**config.mk**
```make
export PLATFORM = sky130hd
export DESIGN_NAME = fpec_ctrl
export DESIGN_NICKNAME = d
export VERILOG_FILES = /design/src/hdl/fpec_pkg.sv /design/src/hdl/fpec_ctrl.sv /design/src/hdl/fpec_key_seq.sv
export SDC_FILE = /design/constraint.sdc
export NUM_CORES = 1
export LEC_CHECK = 0
export BUFFER_PORTS_ARGS = -buffer_cell sky130_fd_sc_hd__clkbuf_2
export CORE_MARGIN = 2
export CORE_UTILIZATION = 47
export CTS_CLUSTER_DIAMETER = 120
export DETAILED_ROUTE_END_ITERATION = 10
export GPL_TIMING_DRIVEN = 1
export PLACE_DENSITY = 0.86
export SLEW_MARGIN = 0
export SYNTH_ARGS = -nofsm -noshare
export SYNTH_HDL_FRONTEND = slang
export SYNTH_SLANG_ARGS = --single-unit
```
**constraint.sdc**
```tcl
create_clock -name sys_clk -period 1.8 [get_ports sys_clk]
set_clock_uncertainty 0.05 [all_clocks]
set_input_delay 0.09 -clock sys_clk [delete_from_list [all_inputs] [get_ports sys_clk]]
set_output_delay 0.09 -clock sys_clk [all_outputs]
set_load 0.1 [all_outputs]
```
**src/hdl/fpec_pkg.sv**
```systemverilog
// constants shared by the flash program/erase control block
package fpec_pkg;

  // ----------------------------------------------------------------
  // register byte offsets
  // ----------------------------------------------------------------
  localparam logic [7:0] FPEC_OFF_KEY     = 8'h08;
  localparam logic [7:0] FPEC_OFF_OPTKEY  = 8'h0C;
  localparam logic [7:0] FPEC_OFF_STATUS  = 8'h10;
  localparam logic [7:0] FPEC_OFF_CONTROL = 8'h14;

  // ----------------------------------------------------------------
  // unlock keys
  // ----------------------------------------------------------------
  localparam logic [31:0] FPEC_CTRL_KEY_FIRST  = 32'h45670123;
  localparam logic [31:0] FPEC_CTRL_KEY_SECOND = 32'hCDEF89AB;
  localparam logic [31:0] FPEC_OPT_KEY_FIRST   = 32'h08192A3B;
  localparam logic [31:0] FPEC_OPT_KEY_SECOND  = 32'h4C5D6E7F;

  // ----------------------------------------------------------------
  // control register fields
  // ----------------------------------------------------------------
  localparam int unsigned FPEC_CR_GUARD      = 31;
  localparam int unsigned FPEC_CR_OPT_GUARD  = 30;
  localparam int unsigned FPEC_CR_RELOAD     = 27;
  localparam int unsigned FPEC_CR_FAULT_IE   = 25;
  localparam int unsigned FPEC_CR_DONE_IE    = 24;
  localparam int unsigned FPEC_CR_PROG_START = 19;
  localparam int unsigned FPEC_CR_OPT_START  = 17;
  localparam int unsigned FPEC_CR_SECTOR     = 11;
  localparam int unsigned FPEC_CR_MASS       = 2;
  localparam int unsigned FPEC_CR_PAGE       = 1;
  localparam int unsigned FPEC_CR_PROGRAM    = 0;
  localparam logic [31:0] FPEC_CR_RESET      = 32'hC0000000;

  // ----------------------------------------------------------------
  // status word fields
  // ----------------------------------------------------------------
  localparam int unsigned FPEC_SR_BUSY       = 16;
  localparam int unsigned FPEC_SR_VIOLATION  = 4;
  localparam int unsigned FPEC_SR_DONE       = 0;

  // ----------------------------------------------------------------
  // array commands
  // ----------------------------------------------------------------
  localparam logic [2:0] FPEC_CMD_PROGRAM    = 3'h0;
  localparam logic [2:0] FPEC_CMD_PAGE_ERASE = 3'h1;
  localparam logic [2:0] FPEC_CMD_SECT_ERASE = 3'h2;
  localparam logic [2:0] FPEC_CMD_MASS_ERASE = 3'h3;
  localparam logic [2:0] FPEC_CMD_OPT_ERASE  = 3'h4;
  localparam logic [2:0] FPEC_CMD_OPT_PROG   = 3'h5;

  // ----------------------------------------------------------------
  // sequencer states, gray along the option update path
  // ----------------------------------------------------------------
  typedef enum logic [1:0] {
    FPEC_IDLE     = 2'h0,
    FPEC_RUN      = 2'h1,
    FPEC_OPT_PROG = 2'h3,
    FPEC_FINISH   = 2'h2
  } fpec_state_type;

endpackage

```
**src/hdl/fpec_ctrl.sv**
```systemverilog
// flash program/erase control register, key unlock and operation sequencer
//
// Notes on behaviour
// - control guard resets set, software-set only, blocks writes
// - correct control key pair clears control guard
// - control keys must come as an exact pair
// - wrong key sequence locks guard until reset
// - option guard resets set, locks option bits
// - option keys must come as an exact pair
// - reload bit requests reset, hardware clears when done
// - reload bit writes ignored while option guard set
// - violation flag with fault enable raises interrupt
// - done flag with done enable raises interrupt
// - done flag set only when done enable is on
// - busy set at start, cleared at end or error
// - program start bit cleared after busy drops
// - option start bit cleared after busy drops
// - option update erases page then programs with complements
// - sector select picks one 8 KB sector erase
// - sector erase skips info memory and protected sectors
// - mass select picks whole main array erase
// - mass erase spares info memory, refused under protection
// - page select picks page erase
// - program select picks program operation
//
// Added by the designer: the APB interface to the registers.
`timescale 1ns/100ps
`default_nettype none
module fpec_ctrl
  import fpec_pkg::*;
(
  // clock and reset
  input  wire logic        sys_clk,
  input  wire logic        reset,
  // apb slave
  input  wire logic        psel,
  input  wire logic        penable,
  input  wire logic        pwrite,
  input  wire logic [7:0]  paddr,
  input  wire logic [31:0] pwdata,
  output logic [31:0]      prdata,
  output logic             pready,
  output logic             pslverr,
  // flash array side
  output logic             array_cmd_valid,
  output logic [2:0]       array_cmd,
  output logic             array_write_complement,
  input  wire logic        array_cmd_done,
  input  wire logic        array_fault,
  input  wire logic        target_is_info,
  input  wire logic        sector_protected,
  input  wire logic        protect_any_active,
  // option reload
  output logic             option_reload_reset_req,
  input  wire logic        option_load_done,
  // interrupt
  output logic             flash_irq
);

  // ----------------------------------------------------------------
  // bus decode
  // ----------------------------------------------------------------
  logic        access_done;
  logic        wr_key;
  logic        wr_optkey;
  logic        wr_status;
  logic        wr_control;
  logic        addr_mapped;
  logic [31:0] prdata_q;

  assign access_done = psel && penable;
  assign addr_mapped = (paddr == FPEC_OFF_KEY) || (paddr == FPEC_OFF_OPTKEY)
                       || (paddr == FPEC_OFF_STATUS) || (paddr == FPEC_OFF_CONTROL);
  assign wr_key      = access_done && pwrite && (paddr == FPEC_OFF_KEY);
  assign wr_optkey   = access_done && pwrite && (paddr == FPEC_OFF_OPTKEY);
  assign wr_status   = access_done && pwrite && (paddr == FPEC_OFF_STATUS);
  assign wr_control  = access_done && pwrite && (paddr == FPEC_OFF_CONTROL);
  assign pready      = 1'b1;
  assign pslverr     = access_done && !addr_mapped;
  assign prdata      = prdata_q;

  // ----------------------------------------------------------------
  // register state
  // ----------------------------------------------------------------
  logic           guard_q;
  logic           opt_guard_q;
  logic           reload_q;
  logic           fault_ie_q;
  logic           done_ie_q;
  logic           prog_start_q;
  logic           opt_start_q;
  logic           sector_sel_q;
  logic           mass_sel_q;
  logic           page_sel_q;
  logic           program_sel_q;
  logic           busy_q;
  logic           violation_q;
  logic           done_q;
  logic           ctrl_unlock;
  logic           opt_unlock;
  logic           ctrl_failed;
  logic           opt_failed;
  logic           ctrl_wr_ok;
  logic           launch_prog;
  logic           launch_opt;
  logic           set_violation;
  logic           set_done;
  logic           finish_clear;
  logic           is_opt_q;
  fpec_state_type state_q;
  logic [31:0]    control_word;
  logic [31:0]    status_word;

  assign ctrl_wr_ok  = wr_control && !guard_q;
  assign launch_prog = ctrl_wr_ok && pwdata[FPEC_CR_PROG_START] && !prog_start_q
                       && !opt_start_q && (state_q == FPEC_IDLE);
  assign launch_opt  = ctrl_wr_ok && !opt_guard_q && pwdata[FPEC_CR_OPT_START]
                       && !opt_start_q && !prog_start_q && !launch_prog
                       && (state_q == FPEC_IDLE);

  // ----------------------------------------------------------------
  // key sequences
  // ----------------------------------------------------------------
  fpec_key_seq #(
    .KEY_FIRST  (FPEC_CTRL_KEY_FIRST),
    .KEY_SECOND (FPEC_CTRL_KEY_SECOND)
  ) u_ctrl_keys (
    .sys_clk      (sys_clk),
    .reset        (reset),
    .key_write    (wr_key),
    .key_data     (pwdata),
    .unlock_pulse (ctrl_unlock),
    .seq_failed   (ctrl_failed)
  );

  fpec_key_seq #(
    .KEY_FIRST  (FPEC_OPT_KEY_FIRST),
    .KEY_SECOND (FPEC_OPT_KEY_SECOND)
  ) u_opt_keys (
    .sys_clk      (sys_clk),
    .reset        (reset),
    .key_write    (wr_optkey),
    .key_data     (pwdata),
    .unlock_pulse (opt_unlock),
    .seq_failed   (opt_failed)
  );

  // ----------------------------------------------------------------
  // guard bits
  // ----------------------------------------------------------------
  always_ff @(posedge sys_clk) begin
    if (reset) begin
      guard_q <= FPEC_CR_RESET[FPEC_CR_GUARD];
    end else if (ctrl_wr_ok && pwdata[FPEC_CR_GUARD]) begin
      guard_q <= 1'b1;
    end else if (ctrl_unlock && !ctrl_failed) begin
      guard_q <= 1'b0;
    end
  end

  always_ff @(posedge sys_clk) begin
    if (reset) begin
      opt_guard_q <= FPEC_CR_RESET[FPEC_CR_OPT_GUARD];
    end else if (ctrl_wr_ok && pwdata[FPEC_CR_OPT_GUARD]) begin
      opt_guard_q <= 1'b1;
    end else if (opt_unlock && !opt_failed) begin
      opt_guard_q <= 1'b0;
    end
  end

  // ----------------------------------------------------------------
  // option reload request
  // ----------------------------------------------------------------
  always_ff @(posedge sys_clk) begin
    if (reset) begin
      reload_q <= FPEC_CR_RESET[FPEC_CR_RELOAD];
    end else if (ctrl_wr_ok && !opt_guard_q && pwdata[FPEC_CR_RELOAD]) begin
      reload_q <= 1'b1;
    end else if (option_load_done) begin
      reload_q <= 1'b0;
    end
  end

  assign option_reload_reset_req = reload_q;

  // ----------------------------------------------------------------
  // enables and operation selects
  // ----------------------------------------------------------------
  always_ff @(posedge sys_clk) begin
    if (reset) begin
      fault_ie_q <= FPEC_CR_RESET[FPEC_CR_FAULT_IE];
      done_ie_q  <= FPEC_CR_RESET[FPEC_CR_DONE_IE];
    end else if (ctrl_wr_ok) begin
      fault_ie_q <= pwdata[FPEC_CR_FAULT_IE];
      done_ie_q  <= pwdata[FPEC_CR_DONE_IE];
    end
  end

  // selects are frozen while an operation runs
  always_ff @(posedge sys_clk) begin
    if (reset) begin
      sector_sel_q  <= FPEC_CR_RESET[FPEC_CR_SECTOR];
      mass_sel_q    <= FPEC_CR_RESET[FPEC_CR_MASS];
      page_sel_q    <= FPEC_CR_RESET[FPEC_CR_PAGE];
      program_sel_q <= FPEC_CR_RESET[FPEC_CR_PROGRAM];
    end else if (ctrl_wr_ok && (state_q == FPEC_IDLE)) begin
      sector_sel_q  <= pwdata[FPEC_CR_SECTOR];
      mass_sel_q    <= pwdata[FPEC_CR_MASS];
      page_sel_q    <= pwdata[FPEC_CR_PAGE];
      program_sel_q <= pwdata[FPEC_CR_PROGRAM];
    end
  end

  // ----------------------------------------------------------------
  // start bits
  // ----------------------------------------------------------------
  always_ff @(posedge sys_clk) begin
    if (reset) begin
      prog_start_q <= FPEC_CR_RESET[FPEC_CR_PROG_START];
    end else if (launch_prog) begin
      prog_start_q <= 1'b1;
    end else if (finish_clear) begin
      prog_start_q <= 1'b0;
    end
  end

  always_ff @(posedge sys_clk) begin
    if (reset) begin
      opt_start_q <= FPEC_CR_RESET[FPEC_CR_OPT_START];
    end else if (launch_opt) begin
      opt_start_q <= 1'b1;
    end else if (finish_clear) begin
      opt_start_q <= 1'b0;
    end
  end

  // ----------------------------------------------------------------
  // sequencer
  // ----------------------------------------------------------------
  logic       issue_valid;
  logic [2:0] issue_cmd;
  logic       issue_refused;
  logic       issue_skip;
  logic       any_sel;

  assign any_sel = program_sel_q || page_sel_q || sector_sel_q || mass_sel_q;

  // pick the command from the frozen selects; program wins if several are set
  always_comb begin
    issue_cmd     = FPEC_CMD_PROGRAM;
    issue_refused = 1'b0;
    issue_skip    = 1'b0;
    if (program_sel_q) begin
      issue_cmd = FPEC_CMD_PROGRAM;
    end else if (page_sel_q) begin
      issue_cmd = FPEC_CMD_PAGE_ERASE;
    end else if (sector_sel_q) begin
      issue_cmd     = FPEC_CMD_SECT_ERASE;
      issue_refused = sector_protected;
      issue_skip    = target_is_info;
    end else begin
      issue_cmd     = FPEC_CMD_MASS_ERASE;
      issue_refused = protect_any_active;
    end
  end

  assign finish_clear = (state_q == FPEC_FINISH);

  always_ff @(posedge sys_clk) begin
    if (reset) begin
      state_q  <= FPEC_IDLE;
      is_opt_q <= 1'b0;
    end else begin
      case (state_q)
        FPEC_IDLE: begin
          if (prog_start_q) begin
            if (!any_sel || issue_refused || issue_skip) begin
              state_q <= FPEC_FINISH;
            end else begin
              state_q  <= FPEC_RUN;
              is_opt_q <= 1'b0;
            end
          end else if (opt_start_q) begin
            state_q  <= FPEC_RUN;
            is_opt_q <= 1'b1;
          end
        end
        FPEC_RUN: begin
          if (array_fault) begin
            state_q <= FPEC_FINISH;
          end else if (array_cmd_done) begin
            state_q <= is_opt_q ? FPEC_OPT_PROG : FPEC_FINISH;
          end
        end
        FPEC_OPT_PROG: begin
          if (array_fault || array_cmd_done) begin
            state_q <= FPEC_FINISH;
          end
        end
        FPEC_FINISH: begin
          state_q <= FPEC_IDLE;
        end
        default: begin
          state_q <= FPEC_IDLE;
        end
      endcase
    end
  end

  // command strobe to the array
  always_comb begin
    issue_valid = 1'b0;
    if ((state_q == FPEC_IDLE) && prog_start_q) begin
      issue_valid = any_sel && !issue_refused && !issue_skip;
    end else if ((state_q == FPEC_IDLE) && opt_start_q) begin
      issue_valid = 1'b1;
    end else if ((state_q == FPEC_RUN) && is_opt_q && array_cmd_done && !array_fault) begin
      issue_valid = 1'b1;
    end
  end

  always_ff @(posedge sys_clk) begin
    if (reset) begin
      array_cmd_valid <= 1'b0;
      array_cmd       <= FPEC_CMD_PROGRAM;
    end else begin
      array_cmd_valid <= issue_valid;
      if (issue_valid) begin
        if (state_q == FPEC_RUN) begin
          array_cmd <= FPEC_CMD_OPT_PROG;
        end else if (opt_start_q && !prog_start_q) begin
          array_cmd <= FPEC_CMD_OPT_ERASE;
        end else begin
          array_cmd <= issue_cmd;
        end
      end
    end
  end

  // complement copies accompany every option byte program step
  always_ff @(posedge sys_clk) begin
    if (reset) begin
      array_write_complement <= 1'b0;
    end else begin
      array_write_complement <= (state_q == FPEC_OPT_PROG)
                                || ((state_q == FPEC_RUN) && is_opt_q && array_cmd_done);
    end
  end

  // ----------------------------------------------------------------
  // status flags
  // ----------------------------------------------------------------
  assign set_violation = ((state_q == FPEC_IDLE) && prog_start_q && any_sel && issue_refused)
                         || (((state_q == FPEC_RUN) || (state_q == FPEC_OPT_PROG))
                             && array_fault);
  assign set_done      = done_ie_q && !array_fault
                         && (((state_q == FPEC_RUN) && !is_opt_q && array_cmd_done)
                             || ((state_q == FPEC_OPT_PROG) && array_cmd_done));

  always_ff @(posedge sys_clk) begin
    if (reset) begin
      busy_q <= 1'b0;
    end else if (issue_valid && (state_q == FPEC_IDLE)) begin
      busy_q <= 1'b1;
    end else if ((state_q == FPEC_RUN) && (array_fault || (array_cmd_done && !is_opt_q))) begin
      busy_q <= 1'b0;
    end else if ((state_q == FPEC_OPT_PROG) && (array_fault || array_cmd_done)) begin
      busy_q <= 1'b0;
    end
  end

  // hardware set wins over a write-one clear in the same cycle
  always_ff @(posedge sys_clk) begin
    if (reset) begin
      violation_q <= 1'b0;
    end else if (set_violation) begin
      violation_q <= 1'b1;
    end else if (wr_status && pwdata[FPEC_SR_VIOLATION]) begin
      violation_q <= 1'b0;
    end
  end

  always_ff @(posedge sys_clk) begin
    if (reset) begin
      done_q <= 1'b0;
    end else if (set_done) begin
      done_q <= 1'b1;
    end else if (wr_status && pwdata[FPEC_SR_DONE]) begin
      done_q <= 1'b0;
    end
  end

  always_ff @(posedge sys_clk) begin
    if (reset) begin
      flash_irq <= 1'b0;
    end else begin
      flash_irq <= (violation_q && fault_ie_q)
                   || (done_q && done_ie_q);
    end
  end

  // ----------------------------------------------------------------
  // read data, loaded in the setup cycle
  // ----------------------------------------------------------------
  always_comb begin
    control_word                     = 32'h00000000;
    control_word[FPEC_CR_GUARD]      = guard_q;
    control_word[FPEC_CR_OPT_GUARD]  = opt_guard_q;
    control_word[FPEC_CR_RELOAD]     = reload_q;
    control_word[FPEC_CR_FAULT_IE]   = fault_ie_q;
    control_word[FPEC_CR_DONE_IE]    = done_ie_q;
    control_word[FPEC_CR_PROG_START] = prog_start_q;
    control_word[FPEC_CR_OPT_START]  = opt_start_q;
    control_word[FPEC_CR_SECTOR]     = sector_sel_q;
    control_word[FPEC_CR_MASS]       = mass_sel_q;
    control_word[FPEC_CR_PAGE]       = page_sel_q;
    control_word[FPEC_CR_PROGRAM]    = program_sel_q;
    status_word                      = 32'h00000000;
    status_word[FPEC_SR_BUSY]        = busy_q;
    status_word[FPEC_SR_VIOLATION]   = violation_q;
    status_word[FPEC_SR_DONE]        = done_q;
  end

  always_ff @(posedge sys_clk) begin
    if (reset) begin
      prdata_q <= 32'h00000000;
    end else if (psel && !penable) begin
      if (paddr == FPEC_OFF_CONTROL) begin
        prdata_q <= control_word;
      end else if (paddr == FPEC_OFF_STATUS) begin
        prdata_q <= status_word;
      end else begin
        prdata_q <= 32'h00000000;
      end
    end
  end

endmodule
`default_nettype wire

```
**src/hdl/fpec_key_seq.sv**
```systemverilog
// two-word key sequence detector with a fault latch held until reset
`timescale 1ns/100ps
`default_nettype none
module fpec_key_seq #(
  parameter logic [31:0] KEY_FIRST  = 32'h0,
  parameter logic [31:0] KEY_SECOND = 32'h0
) (
  // clock and reset
  input  wire logic        sys_clk,
  input  wire logic        reset,
  // key writes
  input  wire logic        key_write,
  input  wire logic [31:0] key_data,
  // results
  output logic             unlock_pulse,
  output logic             seq_failed
);

  logic first_seen_q;
  logic failed_q;

  // ----------------------------------------------------------------
  // sequence tracking
  // ----------------------------------------------------------------
  always_ff @(posedge sys_clk) begin
    if (reset) begin
      first_seen_q <= 1'b0;
    end else if (key_write) begin
      first_seen_q <= !first_seen_q && !failed_q && (key_data == KEY_FIRST);
    end
  end

  always_ff @(posedge sys_clk) begin
    if (reset) begin
      failed_q <= 1'b0;
    end else if (key_write) begin
      if (first_seen_q ? (key_data != KEY_SECOND) : (key_data != KEY_FIRST)) begin
        failed_q <= 1'b1;
      end
    end
  end

  always_ff @(posedge sys_clk) begin
    if (reset) begin
      unlock_pulse <= 1'b0;
    end else begin
      unlock_pulse <= key_write && first_seen_q && !failed_q
                      && (key_data == KEY_SECOND);
    end
  end

  assign seq_failed = failed_q;

endmodule
`default_nettype wire

```
==> impl_metrics.sql <==
INSERT INTO impl_metrics (metric_group, metric, value, unit) VALUES
('status', 'status', 'completed', ''),
('global_route', 'grt_first_pass_wirelength', '8640', 'µm'),
('logic_synthesis', 'dominantRegCellSynth', 'sky130_fd_sc_hd__dfxtp_1', ''),
('logic_synthesis', 'synthesized_area', '0.00214', 'mm²'),
('critical_path', 'critPathSlowestCell', 'sky130_fd_sc_hd__dfxtp_1', ''),
('power', 'post-layout-total-power', '1.87', 'mW'),
('detailed_routing', 'topRoutingLayerUsed', 'met4', ''),
('critical_path', 'worstPathCellList', 'nor2b_1 -> nand4b_1 -> a32oi_2 -> mux2i_1 -> nor2_1', ''),
('placement', 'buffer_ports.inserted', '71', ''),
('global_route', 'grt_overflow_total', '0', ''),
('critical_path', 'rr_startpoint', 'state_q[0]', ''),
('floorplanning', 'initial_util', '48.8', '%'),
('critical_path', 'worstPathBufferInverterCount', '0', ''),
('global_route', 'grt_antenna_before_repair', '0', ''),
('clock_tree', 'clock_pin_slew_worst_setup_and_hold_paths', '0.08', 'ns'),
('power', 'pwr_cell_area', '710', 'mW/mm²'),
('global_route', 'grt_max_degree', '26', ''),
('layout', 'drive_gt1_share', '29.3', '%'),
('global_route', 'global_route.usage.total', '21.0', '%'),
('detailed_routing', 'route.antenna.remaining_nets', '0', ''),
('critical_path', 'crit_fanout', '5', ''),
('clock_tree', 'numClockSinks', '42', ''),
('floorplanning', 'die_area', '0.00511', 'mm²'),
('logic_synthesis', 'synth_area_leaders', 'sky130_fd_sc_hd__dfxtp_1, sky130_fd_sc_hd__buf_4, sky130_fd_sc_hd__nor2_1', ''),
('detailed_routing', 'avgViaCountPerCell', '5.57', ''),
('critical_path', 'critPathKind', 'reg2reg', ''),
('layout', 'total_number_of_nets_in_the_final_design', '388', ''),
('clock_tree', 'cts_root_buffer', 'sky130_fd_sc_hd__clkbuf_8', ''),
('timing', 'setup-tns-final', '0', 'ns'),
('detailed_routing', 'dr_wl_met2', '2650', 'µm'),
('worst_hold_path', 'timing.hold.worst_endpoint', 'option_reload_reset_req', ''),
('timing', 'setup_viol', '0', ''),
('timing', 'worst_pin_slew', '0.543', 'ns'),
('detailed_routing', 'avgRoutedWirePerCell', '14.0', 'µm'),
('critical_path', 'reg2reg_to', 'array_cmd[2]', ''),
('clock_tree', 'htree_levels', '2', ''),
('layout', 'relative_area_change_from_synthesis_to_final_layout', '23.5', '%'),
('power', 'leakage', '1.10', 'nW'),
('timing', 'final-hold-violation-count', '0', ''),
('clock_tree', 'cts_buffers', '5', ''),
('logic_synthesis', 'ys_async_sr_fraction', '0', '%'),
('worst_hold_path', 'min_from', 'option_load_done', ''),
('global_route', 'grt_pass1_vias', '1907', ''),
('detailed_routing', 'drt_pre_antenna_iters', '4', ''),
('logic_synthesis', 'synth_top_cell_by_area', 'sky130_fd_sc_hd__dfxtp_1', ''),
('floorplanning', 'coreArea', '0.00438', 'mm²'),
('timing', 'max_slew_margin', '63.9', '%'),
('critical_path', 'timing.reg2reg.worst_path_depth', '5', ''),
('critical_path', 'rrSetupSlack', '0.20', 'ns'),
('worst_hold_path', 'timing.hold.worst_path_depth', '3', ''),
('detailed_routing', 'drt_wl_total', '5460', 'µm'),
('logic_synthesis', 'yosysUniqueCellTypes', '43', ''),
('logic_synthesis', 'syn-mean-instance-area', '8.23', 'µm²'),
('clock_tree', 'cts-root-to-sink-buffers', '2', ''),
('logic_synthesis', 'synthesis.instances', '260', ''),
('floorplanning', 'die_x', '71.5', 'µm'),
('detailed_routing', 'met3_wirelength', '381', 'µm'),
('power', 'worst_vdd_drop', '379', 'µV'),
('critical_path', 'crit_path_largest_cell_delay', '0.40', 'ns'),
('timing', 'max_freq', '0.625', 'GHz'),
('detailed_routing', 'wl_met1', '2350', 'µm'),
('floorplanning', 'ioPinCount', '92', ''),
('floorplanning', 'overall_die_height', '71.5', 'µm'),
('placement', 'dpl.hpwl', '4260', 'µm'),
('detailed_routing', 'drtIter0Drc', '200', ''),
('logic_synthesis', 'netlist_top_cells_count', 'sky130_fd_sc_hd__dfxtp_1, sky130_fd_sc_hd__nor2_1, sky130_fd_sc_hd__buf_4, sky130_fd_sc_hd__nand2_1, sky130_fd_sc_hd__a21oi_1', ''),
('logic_synthesis', 'yosys.cell_count.top_type', 'sky130_fd_sc_hd__dfxtp_1', ''),
('timing', 'rsz_0062_raised_after_global_routing', 'no', ''),
('logic_synthesis', 'yosys_warnings', '0', ''),
('timing', 'final_max_slew_viol_count', '0', ''),
('timing', 'period_needed', '1.60', 'ns');
metal layers:
metal / track usage, % / up-vias
met5: 0 / -
met4: 4.82 / 0
met3: 5.49 / 10
met2: 35.6 / 95
met1: 26.9 / 1014
li1: - / 1053
layout by cell type, fill, tap and decap left out, types with 3 or more instances in the layout:
cell / netlist / final
sky130_fd_sc_hd__clkbuf_2: 0 / 71
sky130_fd_sc_hd__dfxtp_1: 42 / 42
sky130_fd_sc_hd__nor2_1: 33 / 33
sky130_fd_sc_hd__conb_1: 2 / 20
sky130_fd_sc_hd__nand2_1: 16 / 16
sky130_fd_sc_hd__buf_4: 20 / 14
sky130_fd_sc_hd__a21oi_1: 14 / 13
sky130_fd_sc_hd__a22oi_1: 13 / 13
sky130_fd_sc_hd__nor3_1: 9 / 9
sky130_fd_sc_hd__o21ai_0: 9 / 9
sky130_fd_sc_hd__mux2i_1: 9 / 9
sky130_fd_sc_hd__nand2b_1: 8 / 8
sky130_fd_sc_hd__inv_1: 7 / 7
sky130_fd_sc_hd__nand4_1: 7 / 7
sky130_fd_sc_hd__nor4_1: 6 / 6
sky130_fd_sc_hd__and3_1: 6 / 6
sky130_fd_sc_hd__nand3_1: 6 / 6
sky130_fd_sc_hd__clkbuf_8: 0 / 6
sky130_fd_sc_hd__nor3b_1: 4 / 4
sky130_fd_sc_hd__nand3b_1: 3 / 3
worst reg2reg max path, stage by stage, from the launching register on:
cell                       delay, ns
sky130_fd_sc_hd__dfxtp_1        0.40
sky130_fd_sc_hd__nor2b_1        0.26
sky130_fd_sc_hd__nand4b_1       0.15
sky130_fd_sc_hd__a32oi_2        0.34
sky130_fd_sc_hd__mux2i_1        0.23
sky130_fd_sc_hd__nor2_1         0.05
final cells by class:
class	count	area, µm²
tap	52	65.1
inverter	7	26.3
multi-input combinational	195	1140
sequential	42	841
clock buffer	6	82.6
clock inverter	2	12.5
timing repair buffer	86	470
fill	394	1740
power by group:
part / switching [mW] / internal, mW / total (mW)
Sequential: 0.0000439 / 0.928 / 0.928
Combinational: 0.262 / 0.0612 / 0.323
Clock: 0.315 / 0.308 / 0.623
repair_timing:
item                                    4_1_cts  5_1_grt
setup buffers                                 0        0
gates resized for setup                       0        1
hold buffers                                  1        0
endpoints found under the setup margin        0        3
hold endpoints to repair                      1        0
how the worst max path moves through the flow:
stage                     from             to  slack [ns]  cells after the start
floorplan           state_q[0]   array_cmd[2]        0.26                      6
detailed placement    paddr[1]  program_sel_q        0.03                      6
finish              state_q[0]   array_cmd[2]        0.20                      5
global route        state_q[1]   array_cmd[2]        0.06                      4
CTS                 state_q[0]   array_cmd[2]        0.12                      5
global placement      paddr[1]   sector_sel_q        0.08                      6
cells by family after synthesis:
| logic type | share of synthesized area [%] |
|---|---|
| AND/OR/NAND/NOR | 29.5 |
| AO/OA/AOI/OAI | 15.2 |
| flip-flops | 39.3 |
| buffers and inverters | 10.9 |
| multiplexers | 4.74 |
| other | 0.351 |
per-stage QoR:
| stage | util (%) | instances | cell area, µm² | hold slack (ns) | worst slack, ns |
|---|---|---|---|---|---|
| 6_report | 60.2 | 390 | 2640 | 0.00580 | 0.199 |
| 5_1_grt | 60.2 | 390 | 2640 | 0.0235 | 0.0570 |
| 4_1_cts | 60.1 | 390 | 2630 | 0.00127 | 0.121 |
| 3_5_place_dp | 57.7 | 381 | 2530 | 0.301 | 0.0298 |
| 3_3_place_gp | 57.7 | 381 | 2530 | 0.301 | 0.0756 |
| 2_1_floorplan | - | 278 | 2210 | 0.179 | 0.259 |
Note: power is estimated with default switching activity, not from simulation.
